### src/hw/clk_sync_pkg.sv
// Shared constants, types and strap decode tables for the output sync block.
// Assumes one 100 MHz clock; each clock cycle stands for half a reference period.

package clk_sync_pkg;

   // ***************************************************************
   // Sizes
   // ***************************************************************
   localparam int NUM_OUT = 4;
   localparam int STRAP_PINS = 6;
   localparam int LVL_W = 3;
   localparam int DIV_W = 10;
   localparam int PH_W = 11;
   localparam int LVLS_W = STRAP_PINS * LVL_W;

   // ***************************************************************
   // Register map, byte addresses on the bus
   // ***************************************************************
   localparam logic [7:0] CTRL_OFS = 8'h00;
   localparam logic [7:0] STATUS_OFS = 8'h04;
   localparam logic [7:0] LEVEL_OFS = 8'h08;
   localparam logic [7:0] OUTCFG_OFS = 8'h10;
   localparam logic [31:0] CTRL_RST = 32'h0000_0000;
   localparam logic [31:0] CTRL_MASK = 32'h0000_000F;
   localparam logic [31:0] OUTCFG_RST = 32'h0000_0400;
   localparam logic [31:0] OUTCFG_MASK = 32'h07FF_0FFF;
   localparam int RATIO_LSB = 0;
   localparam int KIND_LSB = 10;
   localparam int PHASE_LSB = 16;
   localparam int ST_STRAP_BIT = 0;
   localparam int ST_BUSY_BIT = 1;
   localparam int ST_VALID_BIT = 2;
   localparam int ST_SYNC_BIT = 3;
   localparam int ST_KIND_LSB = 4;

   // ***************************************************************
   // Timing
   // ***************************************************************
   localparam int CLK_PERIOD_NS = 10;
   localparam int SCAN_STEP_NS = 100;
   localparam int SCAN_STEP_CYC = (SCAN_STEP_NS + CLK_PERIOD_NS - 1) / CLK_PERIOD_NS;

   // ***************************************************************
   // Types
   // ***************************************************************
   typedef enum logic [1:0] {
      KIND_HIZ = 2'b00,
      KIND_LVDS = 2'b01,
      KIND_HSTL = 2'b10,
      KIND_TOGGLE = 2'b11
   } kind_type;

   typedef struct packed {
      logic [DIV_W-1:0] ratio_m1;
      kind_type kind;
      logic [PH_W-1:0] phase;
   } out_cfg_type;

   typedef struct packed {
      logic cyc;
      logic stb;
      logic we;
      logic [7:0] adr;
      logic [3:0] sel;
      logic [31:0] dat;
   } wb_req_type;

   typedef struct packed {
      logic ack;
      logic [31:0] dat;
   } wb_rsp_type;

   // ***************************************************************
   // Strap decode tables
   // ***************************************************************
   // Level to divide ratio minus one: 1,2,3,4,5,6,8,16
   function automatic logic [DIV_W-1:0] div_of_level(input logic [LVL_W-1:0] lvl);
      logic [DIV_W-1:0] r;
      r = 10'h000;
      case (lvl)
         3'h6: r = 10'h007;
         3'h7: r = 10'h00F;
         default: r = {7'h00, lvl};
      endcase
      return r;
   endfunction : div_of_level

   // First output of a pair
   function automatic kind_type kind_first(input logic [LVL_W-1:0] lvl);
      kind_type k;
      k = KIND_HIZ;
      case (lvl)
         3'h0, 3'h3, 3'h6: k = KIND_HSTL;
         3'h1, 3'h4: k = KIND_LVDS;
         default: k = KIND_HIZ;
      endcase
      return k;
   endfunction : kind_first

   // Second output of a pair
   function automatic kind_type kind_second(input logic [LVL_W-1:0] lvl);
      kind_type k;
      k = KIND_HIZ;
      case (lvl)
         3'h0, 3'h1, 3'h2: k = KIND_HSTL;
         3'h3, 3'h4, 3'h5: k = KIND_LVDS;
         default: k = KIND_HIZ;
      endcase
      return k;
   endfunction : kind_second

endpackage : clk_sync_pkg

### src/hw/clk_div_unit.sv
// One output divider with sync hold, aligned restart and start delay.
// Assumes hold and restart come from the same synchronised sync level.
`timescale 1ns/10ps

module clk_div_unit (
   input wire logic clk_i,
   input wire logic rst_i,
   input wire logic hold_i,
   input wire logic restart_i,
   input wire logic drive_low_i,
   input wire logic [clk_sync_pkg::DIV_W-1:0] ratio_m1_i,
   input wire logic [clk_sync_pkg::PH_W-1:0] phase_i,
   output logic clk_o
);
   import clk_sync_pkg::*;

   logic [DIV_W-1:0] cnt_ff;
   logic [PH_W-1:0] dly_ff;
   logic out_ff;

   // Toggle every ratio cycles: 50% duty for odd and even ratios alike
   wire logic wrap = (cnt_ff == ratio_m1_i);
   wire logic [DIV_W-1:0] cnt_inc = cnt_ff + 10'h001;
   wire logic [PH_W-1:0] dly_dec = dly_ff - 11'h001;

   // Divider state; hold wins over everything but reset
   always_ff @(posedge clk_i) begin
      if (rst_i) begin
         cnt_ff <= '0;
         dly_ff <= '0;
         out_ff <= 1'b0;
      end else if (hold_i) begin
         cnt_ff <= '0;
         dly_ff <= '0;
         if (drive_low_i) begin
            out_ff <= 1'b0;
         end
      end else if (restart_i) begin
         cnt_ff <= '0;
         dly_ff <= phase_i;
         out_ff <= (phase_i == 11'h000);
      end else if (dly_ff != 11'h000) begin
         dly_ff <= dly_dec;
         out_ff <= (dly_ff == 11'h001);
      end else if (wrap) begin
         cnt_ff <= '0;
         out_ff <= ~out_ff;
      end else begin
         cnt_ff <= cnt_inc;
      end
   end

   assign clk_o = out_ff;

endmodule : clk_div_unit

### src/hw/output_sync_and_strap_config.sv
// Output sync control, four dividers, strap decode and Wishbone registers.
// Assumes pins are asynchronous to clk_i and a classic Wishbone master.
//
// Summary of operation
// - Serial mode dividers reset to divide by one
// - Sync low holds affected outputs static
// - Released outputs restart with edges aligned
// - Masked outputs keep toggling during sync
// - Unmasked toggle-mode outputs driven low in sync
// - Strap mode takes settings from six pins
// - Strap mode: ratio max 16, no phase
// - Strap settings apply after full six-pin scan
// - Scan at reset and every sync toggle
// - Levels 0-7 give ratios 1..6,8,16
// - Pins four and five set pair output types
// - Grounded strap decodes level zero, HSTL, div1
// - Phase and sync applied on sync rise
// - Ten-bit divider, 50% duty any ratio
`timescale 1ns/10ps

module output_sync_and_strap_config #(
   parameter int SCAN_STEP = clk_sync_pkg::SCAN_STEP_CYC
) (
   input wire logic clk_i,
   input wire logic rst_i,
   input wire clk_sync_pkg::wb_req_type wb_req_i,
   output clk_sync_pkg::wb_rsp_type wb_rsp_o,
   input wire logic sync_n_i,
   input wire logic strap_mode_select_i,
   input wire logic [2:0] strap_pin_zero_i,
   input wire logic [2:0] strap_pin_one_i,
   input wire logic [2:0] strap_pin_two_i,
   input wire logic [2:0] strap_pin_three_i,
   input wire logic [2:0] strap_pin_four_i,
   input wire logic [2:0] strap_pin_five_i,
   output logic clock_output_zero_o,
   output logic clock_output_one_o,
   output logic clock_output_two_o,
   output logic clock_output_three_o,
   output logic [3:0] out_enable_o,
   output logic [7:0] out_kind_o
);
   import clk_sync_pkg::*;

   // ***************************************************************
   // Pin synchronisers
   // ***************************************************************
   logic [LVLS_W+1:0] pin_meta_ff;
   logic [LVLS_W+1:0] pin_sync_ff;
   logic sync_prev_ff;

   wire logic [LVLS_W+1:0] pin_raw = {sync_n_i, strap_mode_select_i, strap_pin_five_i,
      strap_pin_four_i, strap_pin_three_i, strap_pin_two_i, strap_pin_one_i,
      strap_pin_zero_i};

   // Two stages; only the second stage is read by logic
   always_ff @(posedge clk_i) begin
      if (rst_i) begin
         pin_meta_ff <= {1'b1, {(LVLS_W + 1){1'b0}}};
         pin_sync_ff <= {1'b1, {(LVLS_W + 1){1'b0}}};
         sync_prev_ff <= 1'b1;
      end else begin
         pin_meta_ff <= pin_raw;
         pin_sync_ff <= pin_meta_ff;
         sync_prev_ff <= pin_sync_ff[LVLS_W+1];
      end
   end

   wire logic sync_hi = pin_sync_ff[LVLS_W+1];
   wire logic sync_low = ~sync_hi;
   wire logic sync_rise = sync_hi & ~sync_prev_ff;
   wire logic strap_on = pin_sync_ff[LVLS_W];
   wire logic [LVLS_W-1:0] pin_lvl = pin_sync_ff[LVLS_W-1:0];

   // ***************************************************************
   // Strap scanner
   // ***************************************************************
   logic [LVLS_W-1:0] strap_lvl;
   logic scan_busy;
   logic scan_valid;

   // A release after a low period is the toggle that starts a rescan
   strap_scan #(
      .STEP_CYC(SCAN_STEP)
   ) u_scan (
      .clk_i(clk_i),
      .rst_i(rst_i),
      .start_i(sync_rise),
      .pin_lvl_i(pin_lvl),
      .lvl_o(strap_lvl),
      .busy_o(scan_busy),
      .valid_o(scan_valid)
   );

   // ***************************************************************
   // Registers
   // ***************************************************************
   logic [31:0] ctrl_ff;
   logic [31:0] outcfg_ff [NUM_OUT];
   logic ack_ff;
   logic [31:0] rdat_ff;

   // Byte-lane merge for a masked register word
   function automatic logic [31:0] lane_merge(input logic [31:0] old_v,
                                              input logic [31:0] new_v,
                                              input logic [3:0] sel,
                                              input logic [31:0] mask);
      logic [31:0] m;
      m = {{8{sel[3]}}, {8{sel[2]}}, {8{sel[1]}}, {8{sel[0]}}} & mask;
      return (old_v & ~m) | (new_v & m);
   endfunction : lane_merge

   wire logic req = wb_req_i.cyc & wb_req_i.stb & ~ack_ff;
   wire logic wr = req & wb_req_i.we;
   wire logic hit_ctrl = (wb_req_i.adr == CTRL_OFS);
   wire logic hit_status = (wb_req_i.adr == STATUS_OFS);
   wire logic hit_level = (wb_req_i.adr == LEVEL_OFS);
   wire logic hit_cfg = (wb_req_i.adr[7:4] == OUTCFG_OFS[7:4]) && (wb_req_i.adr[1:0] == 2'b00);
   wire logic [1:0] cfg_idx = wb_req_i.adr[3:2];

   // Serial-mode view of each output and the effective selection
   out_cfg_type ser_cfg [NUM_OUT];
   out_cfg_type eff_cfg [NUM_OUT];
   logic [3:0] mask;
   logic [7:0] kinds;
   assign mask = ctrl_ff[3:0];

   for (genvar i = 0; i < NUM_OUT; i++) begin : g_cfg
      wire logic [LVL_W-1:0] div_lvl = strap_lvl[i*LVL_W +: LVL_W];
      wire logic [LVL_W-1:0] kind_lvl = strap_lvl[(4 + i/2)*LVL_W +: LVL_W];
      wire kind_type strap_kind = (i % 2 == 0) ? kind_first(kind_lvl) : kind_second(kind_lvl);
      assign ser_cfg[i].ratio_m1 = outcfg_ff[i][RATIO_LSB +: DIV_W];
      assign ser_cfg[i].kind = kind_type'(outcfg_ff[i][KIND_LSB +: 2]);
      assign ser_cfg[i].phase = outcfg_ff[i][PHASE_LSB +: PH_W];
      // Strap: table ratio, table type, no phase; nothing drives before a scan
      assign eff_cfg[i].ratio_m1 = strap_on ? div_of_level(div_lvl)
                                            : ser_cfg[i].ratio_m1;
      assign eff_cfg[i].kind = !strap_on ? ser_cfg[i].kind
                             : (scan_valid ? strap_kind : KIND_HIZ);
      assign eff_cfg[i].phase = strap_on ? '0 : ser_cfg[i].phase;
      assign kinds[2*i +: 2] = eff_cfg[i].kind;
   end

   wire logic [31:0] status_word = {20'h00000, kinds, sync_low, scan_valid, scan_busy, strap_on};

   // Read selection; unmapped addresses read zero and still acknowledge
   wire logic [31:0] rd_mux = hit_ctrl ? ctrl_ff
                            : hit_status ? status_word
                            : hit_level ? {14'h0000, strap_lvl}
                            : hit_cfg ? outcfg_ff[cfg_idx]
                            : 32'h0000_0000;

   // Control and output config writes; dividers default to divide by one
   always_ff @(posedge clk_i) begin
      if (rst_i) begin
         ctrl_ff <= CTRL_RST;
         for (int i = 0; i < NUM_OUT; i++) begin
            outcfg_ff[i] <= OUTCFG_RST;
         end
      end else if (wr && hit_ctrl) begin
         ctrl_ff <= lane_merge(ctrl_ff, wb_req_i.dat, wb_req_i.sel, CTRL_MASK);
      end else if (wr && hit_cfg) begin
         outcfg_ff[cfg_idx] <= lane_merge(outcfg_ff[cfg_idx], wb_req_i.dat,
                                          wb_req_i.sel, OUTCFG_MASK);
      end
   end

   // One-cycle answer, dropped the cycle after it was given
   always_ff @(posedge clk_i) begin
      if (rst_i) begin
         ack_ff <= 1'b0;
         rdat_ff <= 32'h0000_0000;
      end else begin
         ack_ff <= req;
         rdat_ff <= req ? rd_mux : 32'h0000_0000;
      end
   end

   assign wb_rsp_o.ack = ack_ff;
   assign wb_rsp_o.dat = rdat_ff;

   // ***************************************************************
   // Dividers
   // ***************************************************************
   logic [3:0] clk_out;

   // All unmasked units see the same released cycle, so edges line up
   for (genvar i = 0; i < NUM_OUT; i++) begin : g_div
      clk_div_unit u_div (
         .clk_i(clk_i),
         .rst_i(rst_i),
         .hold_i(sync_low & ~mask[i]),
         .restart_i(sync_rise & ~mask[i]),
         .drive_low_i(eff_cfg[i].kind == KIND_TOGGLE),
         .ratio_m1_i(eff_cfg[i].ratio_m1),
         .phase_i(eff_cfg[i].phase),
         .clk_o(clk_out[i])
      );
      assign out_enable_o[i] = (eff_cfg[i].kind != KIND_HIZ);
   end

   assign clock_output_zero_o = clk_out[0];
   assign clock_output_one_o = clk_out[1];
   assign clock_output_two_o = clk_out[2];
   assign clock_output_three_o = clk_out[3];
   assign out_kind_o = kinds;
endmodule : output_sync_and_strap_config

### src/hw/strap_scan.sv
// Sequential scan of the six strap levels with commit after the last pin.
// Assumes the levels are already synchronised to clk_i.
`timescale 1ns/10ps

module strap_scan #(
   parameter int STEP_CYC = clk_sync_pkg::SCAN_STEP_CYC
) (
   input wire logic clk_i,
   input wire logic rst_i,
   input wire logic start_i,
   input wire logic [clk_sync_pkg::LVLS_W-1:0] pin_lvl_i,
   output logic [clk_sync_pkg::LVLS_W-1:0] lvl_o,
   output logic busy_o,
   output logic valid_o
);
   import clk_sync_pkg::*;

   typedef enum logic [0:0] {
      SCAN_IDLE = 1'b0,
      SCAN_RUN = 1'b1
   } scan_state_type;

   scan_state_type state_ff;
   logic pend_ff;
   logic [15:0] step_ff;
   logic [2:0] pin_ff;
   logic [LVLS_W-1:0] shadow_ff;
   logic [LVLS_W-1:0] lvl_ff;
   logic valid_ff;

   wire logic step_end = (step_ff == 16'(STEP_CYC - 1));
   wire logic last_pin = (pin_ff == 3'(STRAP_PINS - 1));
   wire logic [LVL_W-1:0] cur_lvl = pin_lvl_i[pin_ff*LVL_W +: LVL_W];

   // Pending start survives a request that lands mid-scan; reset requests one
   always_ff @(posedge clk_i) begin
      if (rst_i) begin
         pend_ff <= 1'b1;
      end else if (start_i && state_ff == SCAN_RUN) begin
         pend_ff <= 1'b1;
      end else if (state_ff == SCAN_IDLE) begin
         pend_ff <= 1'b0;
      end
   end

   // Scan walker; strap changes between scans are never seen here
   always_ff @(posedge clk_i) begin
      if (rst_i) begin
         state_ff <= SCAN_IDLE;
         step_ff <= '0;
         pin_ff <= '0;
         shadow_ff <= '0;
         lvl_ff <= '0;
         valid_ff <= 1'b0;
      end else begin
         case (state_ff)
            SCAN_IDLE: begin
               if (pend_ff || start_i) begin
                  state_ff <= SCAN_RUN;
                  step_ff <= '0;
                  pin_ff <= '0;
               end
            end
            SCAN_RUN: begin
               if (step_end) begin
                  step_ff <= '0;
                  shadow_ff[pin_ff*LVL_W +: LVL_W] <= cur_lvl;
                  if (last_pin) begin
                     lvl_ff <= {cur_lvl, shadow_ff[LVLS_W-LVL_W-1:0]};
                     valid_ff <= 1'b1;
                     state_ff <= SCAN_IDLE;
                  end else begin
                     pin_ff <= pin_ff + 3'h1;
                  end
               end else begin
                  step_ff <= step_ff + 16'h0001;
               end
            end
            default: state_ff <= SCAN_IDLE;
         endcase
      end
   end

   assign lvl_o = lvl_ff;
   assign busy_o = (state_ff == SCAN_RUN);
   assign valid_o = valid_ff;

endmodule : strap_scan

### config.mk
export PLATFORM = sky130hd
export DESIGN_NAME = output_sync_and_strap_config
export DESIGN_NICKNAME = d
export VERILOG_FILES = /design/src/hw/clk_sync_pkg.sv /design/src/hw/clk_div_unit.sv /design/src/hw/output_sync_and_strap_config.sv /design/src/hw/strap_scan.sv
export SDC_FILE = /design/constraint.sdc
export NUM_CORES = 1
export LEC_CHECK = 0
export ABC_AREA = 1
export BUFFER_PORTS_ARGS = -buffer_cell sky130_fd_sc_hd__buf_2
export CAP_MARGIN = 20
export CELL_PAD_IN_SITES_DETAIL_PLACEMENT = 2
export CELL_PAD_IN_SITES_GLOBAL_PLACEMENT = 2
export CORE_MARGIN = 4
export CORE_UTILIZATION = 38
export DETAILED_ROUTE_END_ITERATION = 10
export GPL_ROUTABILITY_DRIVEN = 1
export PLACE_DENSITY = 0.89
export SYNTH_ARGS = -nofsm -noshare
export SYNTH_HDL_FRONTEND = slang
export SYNTH_HIERARCHICAL = 1
export SYNTH_SLANG_ARGS = --single-unit
### constraint.sdc
create_clock -name clk_i -period 3.8 [get_ports clk_i]
set_clock_uncertainty 0.05 [all_clocks]
set_input_delay 0.19 -clock clk_i [delete_from_list [all_inputs] [get_ports clk_i]]
set_output_delay 0.19 -clock clk_i [all_outputs]
set_load 0.02 [all_outputs]
==> results of run 1 <==
==> worst paths after layout <==
check	start	end	slack, ps	cells past startpoint
max	pin_sync_ff[18]	g_div[3].u_div/cnt_ff[3]	500	10
min	wb_req_i[5]	outcfg_ff[2][5]	50	3
max reg2reg	pin_sync_ff[18]	g_div[3].u_div/cnt_ff[3]	500	10
min reg2reg	pin_meta_ff[10]	pin_sync_ff[10]	370	2
==> through the flow <==
step                cell area, um^2  hold WS, ps  power (mW)  utilization (%)
floorplan                     18000          244        6.13                -
detailed placement            19000          328        6.80             40.7
global route                  20500         55.0        11.4             44.0
finish                        20500         52.9        11.0             44.0
CTS                           20500         12.2        11.0             44.0
global placement              19000          330        6.59             40.7
==> cells in the mapped netlist (9+ instances only) <==
master,count
nor3_1,36
nand3_1,135
inv_2,10
xnor2_1,42
nor2_2,31
inv_1,309
a22oi_1,23
buf_4,17
a31oi_1,9
dfxtp_1,221
nand2_2,14
clkbuf_1,38
buf_2,20
nor2_1,461
o21ai_0,64
nand2_1,538
or2_2,17
a21oi_1,116
edfxtp_1,128
nor2_4,10
xor2_1,34
nand4_1,40
ha_1,19
==> power groups by stage <==
stage	registers [mW]	clock network [mW]	logic, mW
after floorplan	4.34	0	1.78
after global placement	4.37	0	2.22
after detailed placement	4.40	0	2.40
after CTS	4.34	4.06	2.59
after global routing	4.37	4.19	2.87
final	4.35	4.03	2.63
==> layer usage <==
| layer | share of wire, % | up-vias |
|---|---|---|
| li1 | - | 7874 |
| met1 | 37 | 9114 |
| met2 | 50 | 839 |
| met3 | 6.6 | 337 |
| met4 | 6.6 | 0 |
| met5 | 0 | - |
==> cell usage in the layout, fill, tap and decap left out, types with 34 or more instances in the layout <==
master / n
nand2_1: 538
nor2_1: 461
inv_1: 309
dfxtp_1: 220
nand3_1: 135
edfxtp_1: 128
a21oi_1: 116
buf_2: 107
o21ai_0: 64
clkbuf_16: 43
xnor2_1: 42
nand4_1: 40
nor3_1: 36
xor2_1: 34
==> sequential cells by signal (all words and copies together), names as in the netlist, named ones only <==
register	count
u_scan/valid_o	1
g_div.u_div/clk_o	4
u_scan/busy_o	1
g_div.u_div/dly_ff	44
sync_prev_ff	1
g_div.u_div/cnt_ff	40
ack_ff	1
u_scan/shadow_ff	15
u_scan/lvl_o	18
u_scan/pin_ff	3
rdat_ff	32
pin_meta_ff	20
pin_sync_ff	20
outcfg_ff	128
u_scan/pend_ff	1
u_scan/step_ff	16
==> kinds of logic (layout without fill, tap and decap cells) <==
kind of cell	Yosys count	count (layout)	share of synthesized area, %
AND/OR/NAND/NOR	1312	1312	31.6
flip-flops	349	349	46.0
other	0	2	0
adder cells (fa/ha/maj)	19	19	1.32
buffers and inverters	417	560	9.62
AO/OA/AOI/OAI	249	249	7.82
XOR/XNOR	76	76	3.70
==> final cells by class <==
type / instances / area, um^2
repair buffers: 161 / 1030
fillers: 5356 / 26100
multi-input cells: 1656 / 7980
flip-flops and latches: 349 / 8270
clock buffers: 59 / 1160
diodes: 2 / 5.00
clock inverters: 15 / 106
well taps: 607 / 759
inverters: 325 / 1220
==> worst max-delay path: cells and delay by family (launching register included) <==
family / cells / cell delay (ps)
AOI/OAI and AO/OA: 2 / 910
and+or+nand+nor: 7 / 1260
buffers and inverters: 1 / 560
DFF: 1 / 330
==> out/qor.yml, run 1 <==
outcome:
  status: "completed"
clock_tree:
  cts_made_buffers: 42
  max-clock-path-buffers: 3
  cts_tree: "built"
  postCtsSetupBuffers: 0
  cts_resized: 0
  clock-sinks: 349
  path_clk_slew_ps: 70
  worstSkewPairLatency_ps: 590
  holdBufCountCts: 29
  cts_htree_levels: 2
  cts_root_buf: "clkbuf_16"
floorplan:
  core_um2: 46700
  rows: 79
  start_util_pct: 38.5
  fp.dieW_um: 226
  dieArea_um2: 50900
  pin_count: 118
  die_y_um: 226
power:
  switching_share_pct: 35.2
  switching_power_mw: 3.88
  comb_power_share_pct: 23.9
  p_leak_nw: 8.92
  clock_power_share_pct: 36.6
  power_density_nw_per_um2: 536
  pwr-share-seq_pct: 39.5
  irDropWorstVdd_mv: 0.423
  internal_power_mw: 7.13
timing:
  timing.final.max_slew_violations: 0
  fin_crit_ps: 3300
  grt_setup_unrepaired: "false"
  setup_viol: 0
  fmax_ghz: 0.303
  final.setup.tns_ps: 0
  hold_violations: 0
  setup_ws_ps: 500
  period_share_pct: 86.9
  tightestPinTransition_ps: 980
  max_slew_margin_pct: 34.6
place:
  gp_congestion: 0.864
  pre_cts_ws_ps: 994
  port_buffers: 108
  dp_cells: 3069
  dp_hpwl_um: 52000
job:
  drv_cap: 0
yosys:
  synth_edf_count: 128
  ys_async_sr_fraction_pct: 0
  yosys_register_bits: 349
  synth.distinct_cells: 48
  netlist_area_um2: 18000
  post-synth-top-area-cell: "dfxtp_1"
  synth_area_leaders: "dfxtp_1 25%, edfxtp_1 21%, nand2_1 11%"
  synth_top_area_share_pct: 24.6
  synth_ff_type: "dfxtp_1"
  ys_warn_count: 6
  avgSynthCellArea_um2: 7.42
  seq_area_frac_synth_pct: 46.0
  syn_inst: 2422
  syn_nets: 2510
setup_path:
  crit_arrival_ps: 3680
  cp-start-kind: "register"
  path_cells: "buf_4, nand2_1, o31ai_1, nand2_1, nand2_1, nand2_1, nor2_1, nand3_1, o21ai_2, nor2_1"
  critPathSlowestCell: "buf_4"
  crit_top_cell: "nand2_1"
  cp_max_fo: 55
  critical_path_class: "register to register"
  cp_slowest_stage_delay_ps: 560
  cp-end-kind: "register"
  required_ps: 4180
global_routing:
  grt_first_pass_wirelength_um: 130000
  use_met2_pct: 59.7
  grt_overflow_total: 0
  grt_busiest_layer: "met2"
  use_met3_pct: 7.10
  antenna_found_initial: 0
  grt_start_max_net_pins: 61
  grtUsageTotal_pct: 33.3
  grt_pass1_vias: 20800
  use_met1_pct: 36.2
detailed_routing:
  viasPerCell: 5.72
  drtAntennaViolNets: 0
  finalWirelength_um: 86600
  drt_first_pass_iters: 5
  vias: 18200
  drc: 0
  wire_per_inst_um: 27.3
  drt_first_iter_violations: 1509
cells_and_area:
  drive_above_1_share_pct: 12.0
  nets: 2623
  fin_cells: 3174
  area_growth_pct: 14.2
min_path:
  min_path_type: "primary input to register"
Power figures use the tool's default switching activity.
==> run 2, diff against run 1 <==
--- a/config.mk
+++ b/config.mk
@@ -10,6 +10,7 @@
 export CAP_MARGIN = 20
 export CELL_PAD_IN_SITES_DETAIL_PLACEMENT = 2
 export CELL_PAD_IN_SITES_GLOBAL_PLACEMENT = 2
+export CORE_ASPECT_RATIO = 0.5
 export CORE_MARGIN = 4
 export CORE_UTILIZATION = 38
 export DETAILED_ROUTE_END_ITERATION = 10
==> out/qor.yml, run 2 (synthesis gave the netlist of run 1 again) <==
setup_path:
  cp_max_fo: 45  # -18%
  crit_top_cell: "nand2_1"
  critical_path_class: "register to register"
  cp-start-kind: "register"
  path_cells: "clkinv_1, o31ai_1, nand2_1, nand2_1, nand2_1, nor2_1, nand3_1, o21ai_2, a21oi_1"
  crit_family: "compound AO/OA/AOI/OAI gates"
  cp_slowest_stage_delay_ps: 720  # +160 ps
  path_buf_inv: 1  # unchanged
  required_ps: 4180  # about the same
  critPathSlowestCell: "dfxtp_4"
  crit_arrival_ps: 3870  # +190 ps
  cp-end-kind: "register"
clock_tree:
  cts_tree: "built"
  cts_made_buffers: 36  # -14%
  clock-sinks: 349  # unchanged
  max-clock-path-buffers: 3  # unchanged
  path_clk_slew_ps: 70  # about the same
  postCtsSetupBuffers: 0  # unchanged
  worstSkewPairLatency_ps: 590  # about the same
  cts_root_buf: "clkbuf_16"
  cts_htree_levels: 2  # unchanged
floorplan:
  die_y_um: 162  # -28%
  dieArea_um2: 51100  # +0.41%
  pin_count: 118  # unchanged
  rows: 56  # -29%
  start_util_pct: 38.4  # -0.12 points
  core_um2: 46800  # +0.32%
  fp.dieW_um: 316  # +40%
timing:
  grt_setup_unrepaired: "false"
  setup_ws_ps: 312  # -187 ps
  tightestPinTransition_ps: 980  # +0.257 ps
  timing.hold.ws_ps: 8.36  # -44.5 ps
  hold_violations: 0  # unchanged
  timing.final.max_slew_violations: 0  # unchanged
  period_share_pct: 91.8  # +4.9 points
  fmax_ghz: 0.287  # -5.4%
  final.setup.tns_ps: 0  # unchanged
  fin_crit_ps: 3490  # +187 ps
  setup_viol: 0  # unchanged
  max_slew_margin_pct: 34.3  # -0.28 points
min_path:
  min_path_type: "primary input to register"
detailed_routing:
  vias: 18500  # +2.1%
  finalWirelength_um: 88500  # +2.2%
  wire_per_inst_um: 27.7  # +1.5%
  drt_first_pass_iters: 5  # unchanged
  drc: 0  # unchanged
  viasPerCell: 5.80  # +1.4%
  drtAntennaViolNets: 0  # unchanged
  drt_first_iter_violations: 1699  # +13%
cells_and_area:
  area_growth_pct: 13.8
  regMostFlops: "outcfg_ff"
  largest_register_ff_count: 128  # unchanged
  layout_commonest_cell: "nand2_1"
  drive_above_1_share_pct: 11.8  # -0.15 points
  fin_cells: 3195  # +0.66%
  final_cell_mix: "538 x nand2_1, 461 x nor2_1, 309 x inv_1"
  nets: 2616  # -0.27%
  top_regs: "outcfg_ff x128, g_div.u_div/dly_ff x44, g_div.u_div/cnt_ff x40"
power:
  p_leak_nw: 8.87  # -0.58%
  irDropWorstVdd_mv: 0.253  # -40%
  finalPower_mw: 10.9  # -0.92%
  power_density_nw_per_um2: 533  # -0.56%
global_routing:
  grt_first_pass_wirelength_um: 125000  # -3.3%
  grtUsageTotal_pct: 32.1  # -1.3 points
  grt_start_max_net_pins: 61  # unchanged
  grt_overflow_total: 0  # unchanged
  grt_pass1_vias: 20600  # -1.1%
  antenna_found_initial: 5  # +5
place:
  gp_congestion: 0.859  # -0.60%
  dp_hpwl_um: 49800  # -4.2%
  dp_cells: 3100  # +1.0%
  pre_cts_ws_ps: 675  # -319 ps
  port_buffers: 108  # unchanged
job:
  drv_cap: 0  # unchanged
outcome:
  status: "completed"
-- run 2: path summary, 6_finish.rpt --
check | startpoint | end | slack, ps | depth (start not counted)
max | pin_sync_ff[18] | g_div[1].u_div/cnt_ff[0] | 310 | 9
min | rst_i | pin_sync_ff[7] | 8 | 2
max reg2reg | pin_sync_ff[18] | g_div[1].u_div/cnt_ff[0] | 310 | 9
min reg2reg | pin_meta_ff[1] | pin_sync_ff[1] | 350 | 2
-- run 2: per-layer routing --
layer  part of all wire [%]  GRT usage (%)
met1                     37           36.1
met5                 0.0090              0
met4                    5.9           17.9
met2                     49           57.3
met3                    7.8           6.23
-- run 2: cell type report --
class / instances / area, um^2
Antenna cell: 2 / 5.00
Inverter: 325 / 1220
Tap cell: 638 / 798
Timing Repair Buffer: 160 / 1020
Fill cell: 5396 / 26300
Clock buffer: 55 / 1070
Clock inverter: 10 / 91.3
Sequential cell: 349 / 8270
Multi-Input combinational cell: 1656 / 7980
-- run 2: timing repair --
item | CTS | global route
hold endpoints to repair | 29 | 0
gates resized for setup | 0 | 0
hold buffers | 28 | 0
-- run 2: stage by stage --
stage | util, % | area, um^2
after global routing | 43.7 | 20500
after CTS | 43.7 | 20500
after floorplan | - | 18000
after detailed placement | 40.6 | 19000
final | 43.7 | 20500
after global placement | 40.6 | 19000
-- run 2: worst register-to-register path, stage by stage (launching register included) --
cell and delay (ps):
dfxtp_4 720, clkinv_1 400, o31ai_1 690, nand2_1 170
nand2_1 150, nand2_1 110, nor2_1 210, nand3_1 320
o21ai_2 420, a21oi_1 130
-- run 2: report_power, final --
part,switching [mW],internal [mW]
clock,1.80,2.03
sequential,0.260,4.11
combinational,1.89,0.817
total,3.95,6.96
==> run 3, diff against run 2 <==
--- a/config.mk
+++ b/config.mk
@@ -5,17 +5,16 @@
 export SDC_FILE = /design/constraint.sdc
 export NUM_CORES = 1
 export LEC_CHECK = 0
-export ABC_AREA = 1
 export BUFFER_PORTS_ARGS = -buffer_cell sky130_fd_sc_hd__buf_2
 export CAP_MARGIN = 20
 export CELL_PAD_IN_SITES_DETAIL_PLACEMENT = 2
 export CELL_PAD_IN_SITES_GLOBAL_PLACEMENT = 2
 export CORE_ASPECT_RATIO = 0.5
 export CORE_MARGIN = 4
-export CORE_UTILIZATION = 38
+export CORE_UTILIZATION = 43
 export DETAILED_ROUTE_END_ITERATION = 10
 export GPL_ROUTABILITY_DRIVEN = 1
-export PLACE_DENSITY = 0.89
+export PLACE_DENSITY = 0.9
 export SYNTH_ARGS = -nofsm -noshare
 export SYNTH_HDL_FRONTEND = slang
 export SYNTH_HIERARCHICAL = 1
==> out/qor.yml, run 3 <==
outcome:
  status: "completed"
cells_and_area:
  nFillCells: 3932  # -27%
  nets: 1928  # -26%
  regArea_um2: 8270  # unchanged
  final_cell_mix: "220 x dfxtp_1, 181 x nor2_1, 128 x edfxtp_1"
  area_growth_pct: 13.0
  layout_commonest_cell: "dfxtp_1"
  top_regs: "outcfg_ff x128, g_div.u_div/dly_ff x44, g_div.u_div/cnt_ff x40"
  multi_input_area_um2: 8580  # +7.4%
  largest_register_ff_count: 128  # unchanged
  drive_above_1_share_pct: 16.2  # +4.4 points
  finish.instance_area_um2: 19800  # -3.1%
  regMostFlops: "outcfg_ff"
detailed_routing:
  drtAntennaViolNets: 0  # unchanged
  met3_length_um: 6990  # +1.5%
  viasPerCell: 6.82  # +18%
  vias: 16400  # -12%
  routed.top_layer: "met5"
  wl_met1_um: 30600  # -6.5%
  wire_per_inst_um: 34.4  # +24%
  finalWirelength_um: 82600  # -6.7%
  drc: 0  # unchanged
  drt_first_iter_violations: 1931  # +14%
  route.met2.wl_um: 39200  # -10%
  drt_first_pass_iters: 5  # unchanged
clock_tree:
  clock-sinks: 349  # unchanged
  worstSkewPairLatency_ps: 590  # about the same
  max-clock-path-buffers: 3  # unchanged
  cts_tree: "built"
  cts_root_buf: "clkbuf_16"
  cts_htree_levels: 2  # unchanged
  postCtsSetupBuffers: 0  # unchanged
  cts_made_buffers: 34  # -5.6%
  path_clk_slew_ps: 80  # about the same
timing:
  tightestPinTransition_ps: 1080  # +102 ps
  fmax_ghz: 0.295  # +2.9%
  setup_ws_ps: 410  # +97.7 ps
  max_slew_margin_pct: 27.2  # -7.1 points
  timing.final.max_slew_violations: 0  # unchanged
  hold_violations: 0  # unchanged
  fin_crit_ps: 3390  # -97.7 ps
  final.setup.tns_ps: 0  # unchanged
  setup_viol: 0  # unchanged
  period_share_pct: 89.2  # -2.6 points
  grt_setup_unrepaired: "false"
  timing.hold.ws_ps: 25.0  # +16.6 ps
yosys:
  yosys_register_bits: 349  # unchanged
  yosysMostFrequentCell: "dfxtp_1"
  synth_top_area_share_pct: 25.2  # +0.61 points
  syn_nets: 1841  # -27%
  synth_adder_area_share_pct: 1.35  # +0.033 points
  synth_area_leaders: "dfxtp_1 25%, edfxtp_1 22%, mux4_2 4.5%"
  synthMuxAreaShare_pct: 8.04  # +8.0 points
  avgSynthCellArea_um2: 10.0  # +35%
  synth_xor_area_share_pct: 3.79  # +0.092 points
  ys_async_sr_fraction_pct: 0  # unchanged
  post-synth-top-area-cell: "dfxtp_1"
  ys_warn_count: 6  # unchanged
  synth.top_cells.by_count: "221 x dfxtp_1, 181 x nor2_1, 128 x edfxtp_1, 113 x nor2b_1, 109 x a21oi_1"
  syn_inst: 1753  # -28%
  synth_top_family_by_area: "simple AND/OR/NAND/NOR gates"
  seq_area_frac_synth_pct: 47.1  # +1.1 points
  synth-compound-area-share_pct: 11.6  # +3.8 points
  synthSimpleGateAreaFrac_pct: 24.0  # -7.6 points
  netlist_area_um2: 17500  # -2.4%
  synth_ff_type: "dfxtp_1"
  synth.distinct_cells: 70  # +46%
  synth_edf_count: 128  # unchanged
setup_path:
  cp-start-kind: "register"
  cp_max_fo: 52  # +16%
  critPathSlowestCell: "dfxtp_4"
  startpoint: "pin_sync_ff[18]"
  rr_startpoint: "pin_sync_ff[18]"
  cp_slowest_stage_delay_ps: 810  # +90 ps
  path_cells: "inv_1, a2111oi_0, a21oi_1, nand2_1, buf_2"
  required_ps: 3560  # -620 ps
  cp-end-kind: "output port"
  path_buf_inv: 2  # +1
  critical_path_class: "register to output port"
  crit_family: "compound AO/OA/AOI/OAI gates"
  crit_arrival_ps: 3150  # -720 ps
global_routing:
  grt_first_pass_wirelength_um: 122000  # -3.1%
  grt_pass1_vias: 17600  # -14%
  grt_overflow_total: 0  # unchanged
  antenna_found_initial: 7  # +2
  grt_start_max_net_pins: 69  # +13%
  grtUsageTotal_pct: 36.7  # +4.7 points
place:
  post_dp_cell_area_um2: 18400  # -3.0%
  pre_cts_ws_ps: 897  # +222 ps
  gp_congestion: 0.821  # -4.4%
  dp_hpwl_um: 45800  # -8.0%
  port_buffers: 108  # unchanged
min_path:
  min_path_type: "primary input to register"
  min_from: "wb_req_i[45]"
floorplan:
  core_um2: 39600  # -15%
  start_util_pct: 44.4  # +5.9 points
  rows: 51  # -8.9%
  die_y_um: 151  # -6.8%
  dieArea_um2: 44300  # -13%
  pin_count: 118  # unchanged
  fp.dieW_um: 294  # -7.0%
power:
  irDropWorstVdd_mv: 0.269  # +6.5%
  power_density_nw_per_um2: 545  # +2.2%
  p_leak_nw: 7.47  # -16%
  finalPower_mw: 10.8  # -0.93%
job:
  drv_cap: 0  # unchanged
[run 3: cell types whose count changed after synthesis, sizes merged, moves of 35 or more]
| cell | previous run | this run |
|---|---|---|
| nand2 | 557 | 102 |
| mux2i | 0 | 51 |
| nor2 | 503 | 181 |
| and3 | 0 | 37 |
| inv | 320 | 41 |
| nor2b | 0 | 113 |
| mux4 | 0 | 35 |
| nor4 | 4 | 41 |
| nand3 | 137 | 48 |
[run 3: repair_timing]
action                                 in CTS  in global routing
endpoints found under the hold margin      25                  0
gates resized for setup                     0                  0
hold buffers                               25                  0
[run 3: stage by stage]
stage,util (%),std cells
final,50.1,2399
after floorplan,-,1753
after CTS,50.1,2394
after detailed placement,46.6,2307
after global routing,50.1,2399
after global placement,46.6,2307
[run 3: where the power goes]
part | internal (mW) | total [mW] | switching (mW)
clock | 1.99 | 3.74 | 1.76
sequential | 4.12 | 4.46 | 0.338
combinational | 0.934 | 2.60 | 1.67
total | 7.04 | 10.8 | 3.77
[run 3: cells by family (layout without fill, tap and decap cells)]
kind of cell / after synthesis / after routing
fa+ha+maj: 19 / 19
buf+inv: 156 / 269
other cells: 0 / 3
xor+xnor: 76 / 76
flops: 349 / 349
mux: 96 / 96
simple gates: 747 / 747
compound gates: 310 / 310
[run 3: cell type report]
cell class / instances / share of cell area [%]
multi-input cells: 1248 / 43.2
flip-flops and latches: 349 / 41.7
repair buffers: 166 / 5.25
clock buffers: 43 / 4.56
well taps: 530 / 3.34
clock inverters: 19 / 1.09
inverters: 41 / 0.776
diodes: 3 / 0.0378
[run 3: metal layers]
metal,vias up,GRT usage (%)
li1,6509,-
met1,8307,42.4
met2,1144,63.1
met3,404,8.16
met4,6,22.7
met5,-,0
[run 3: final timing paths]
| check | cells past startpoint | end | slack, ps |
|---|---|---|---|
| max | 5 | out_enable_o[3] | 410 |
| min | 2 | ack_ff | 20 |
| max reg2reg | 7 | g_div[3].u_div/clk_o | 480 |
| min reg2reg | 1 | pin_sync_ff[19] | 400 |
[run 3: worst register-to-register path, cell delays in order (launching register included)]
cell       delay, ps
dfxtp_4          810
inv_1            470
a2111oi_0        650
a21oi_1          300
nor2_1           340
nand2b_1         180
o41ai_1          180
mux2i_1          170
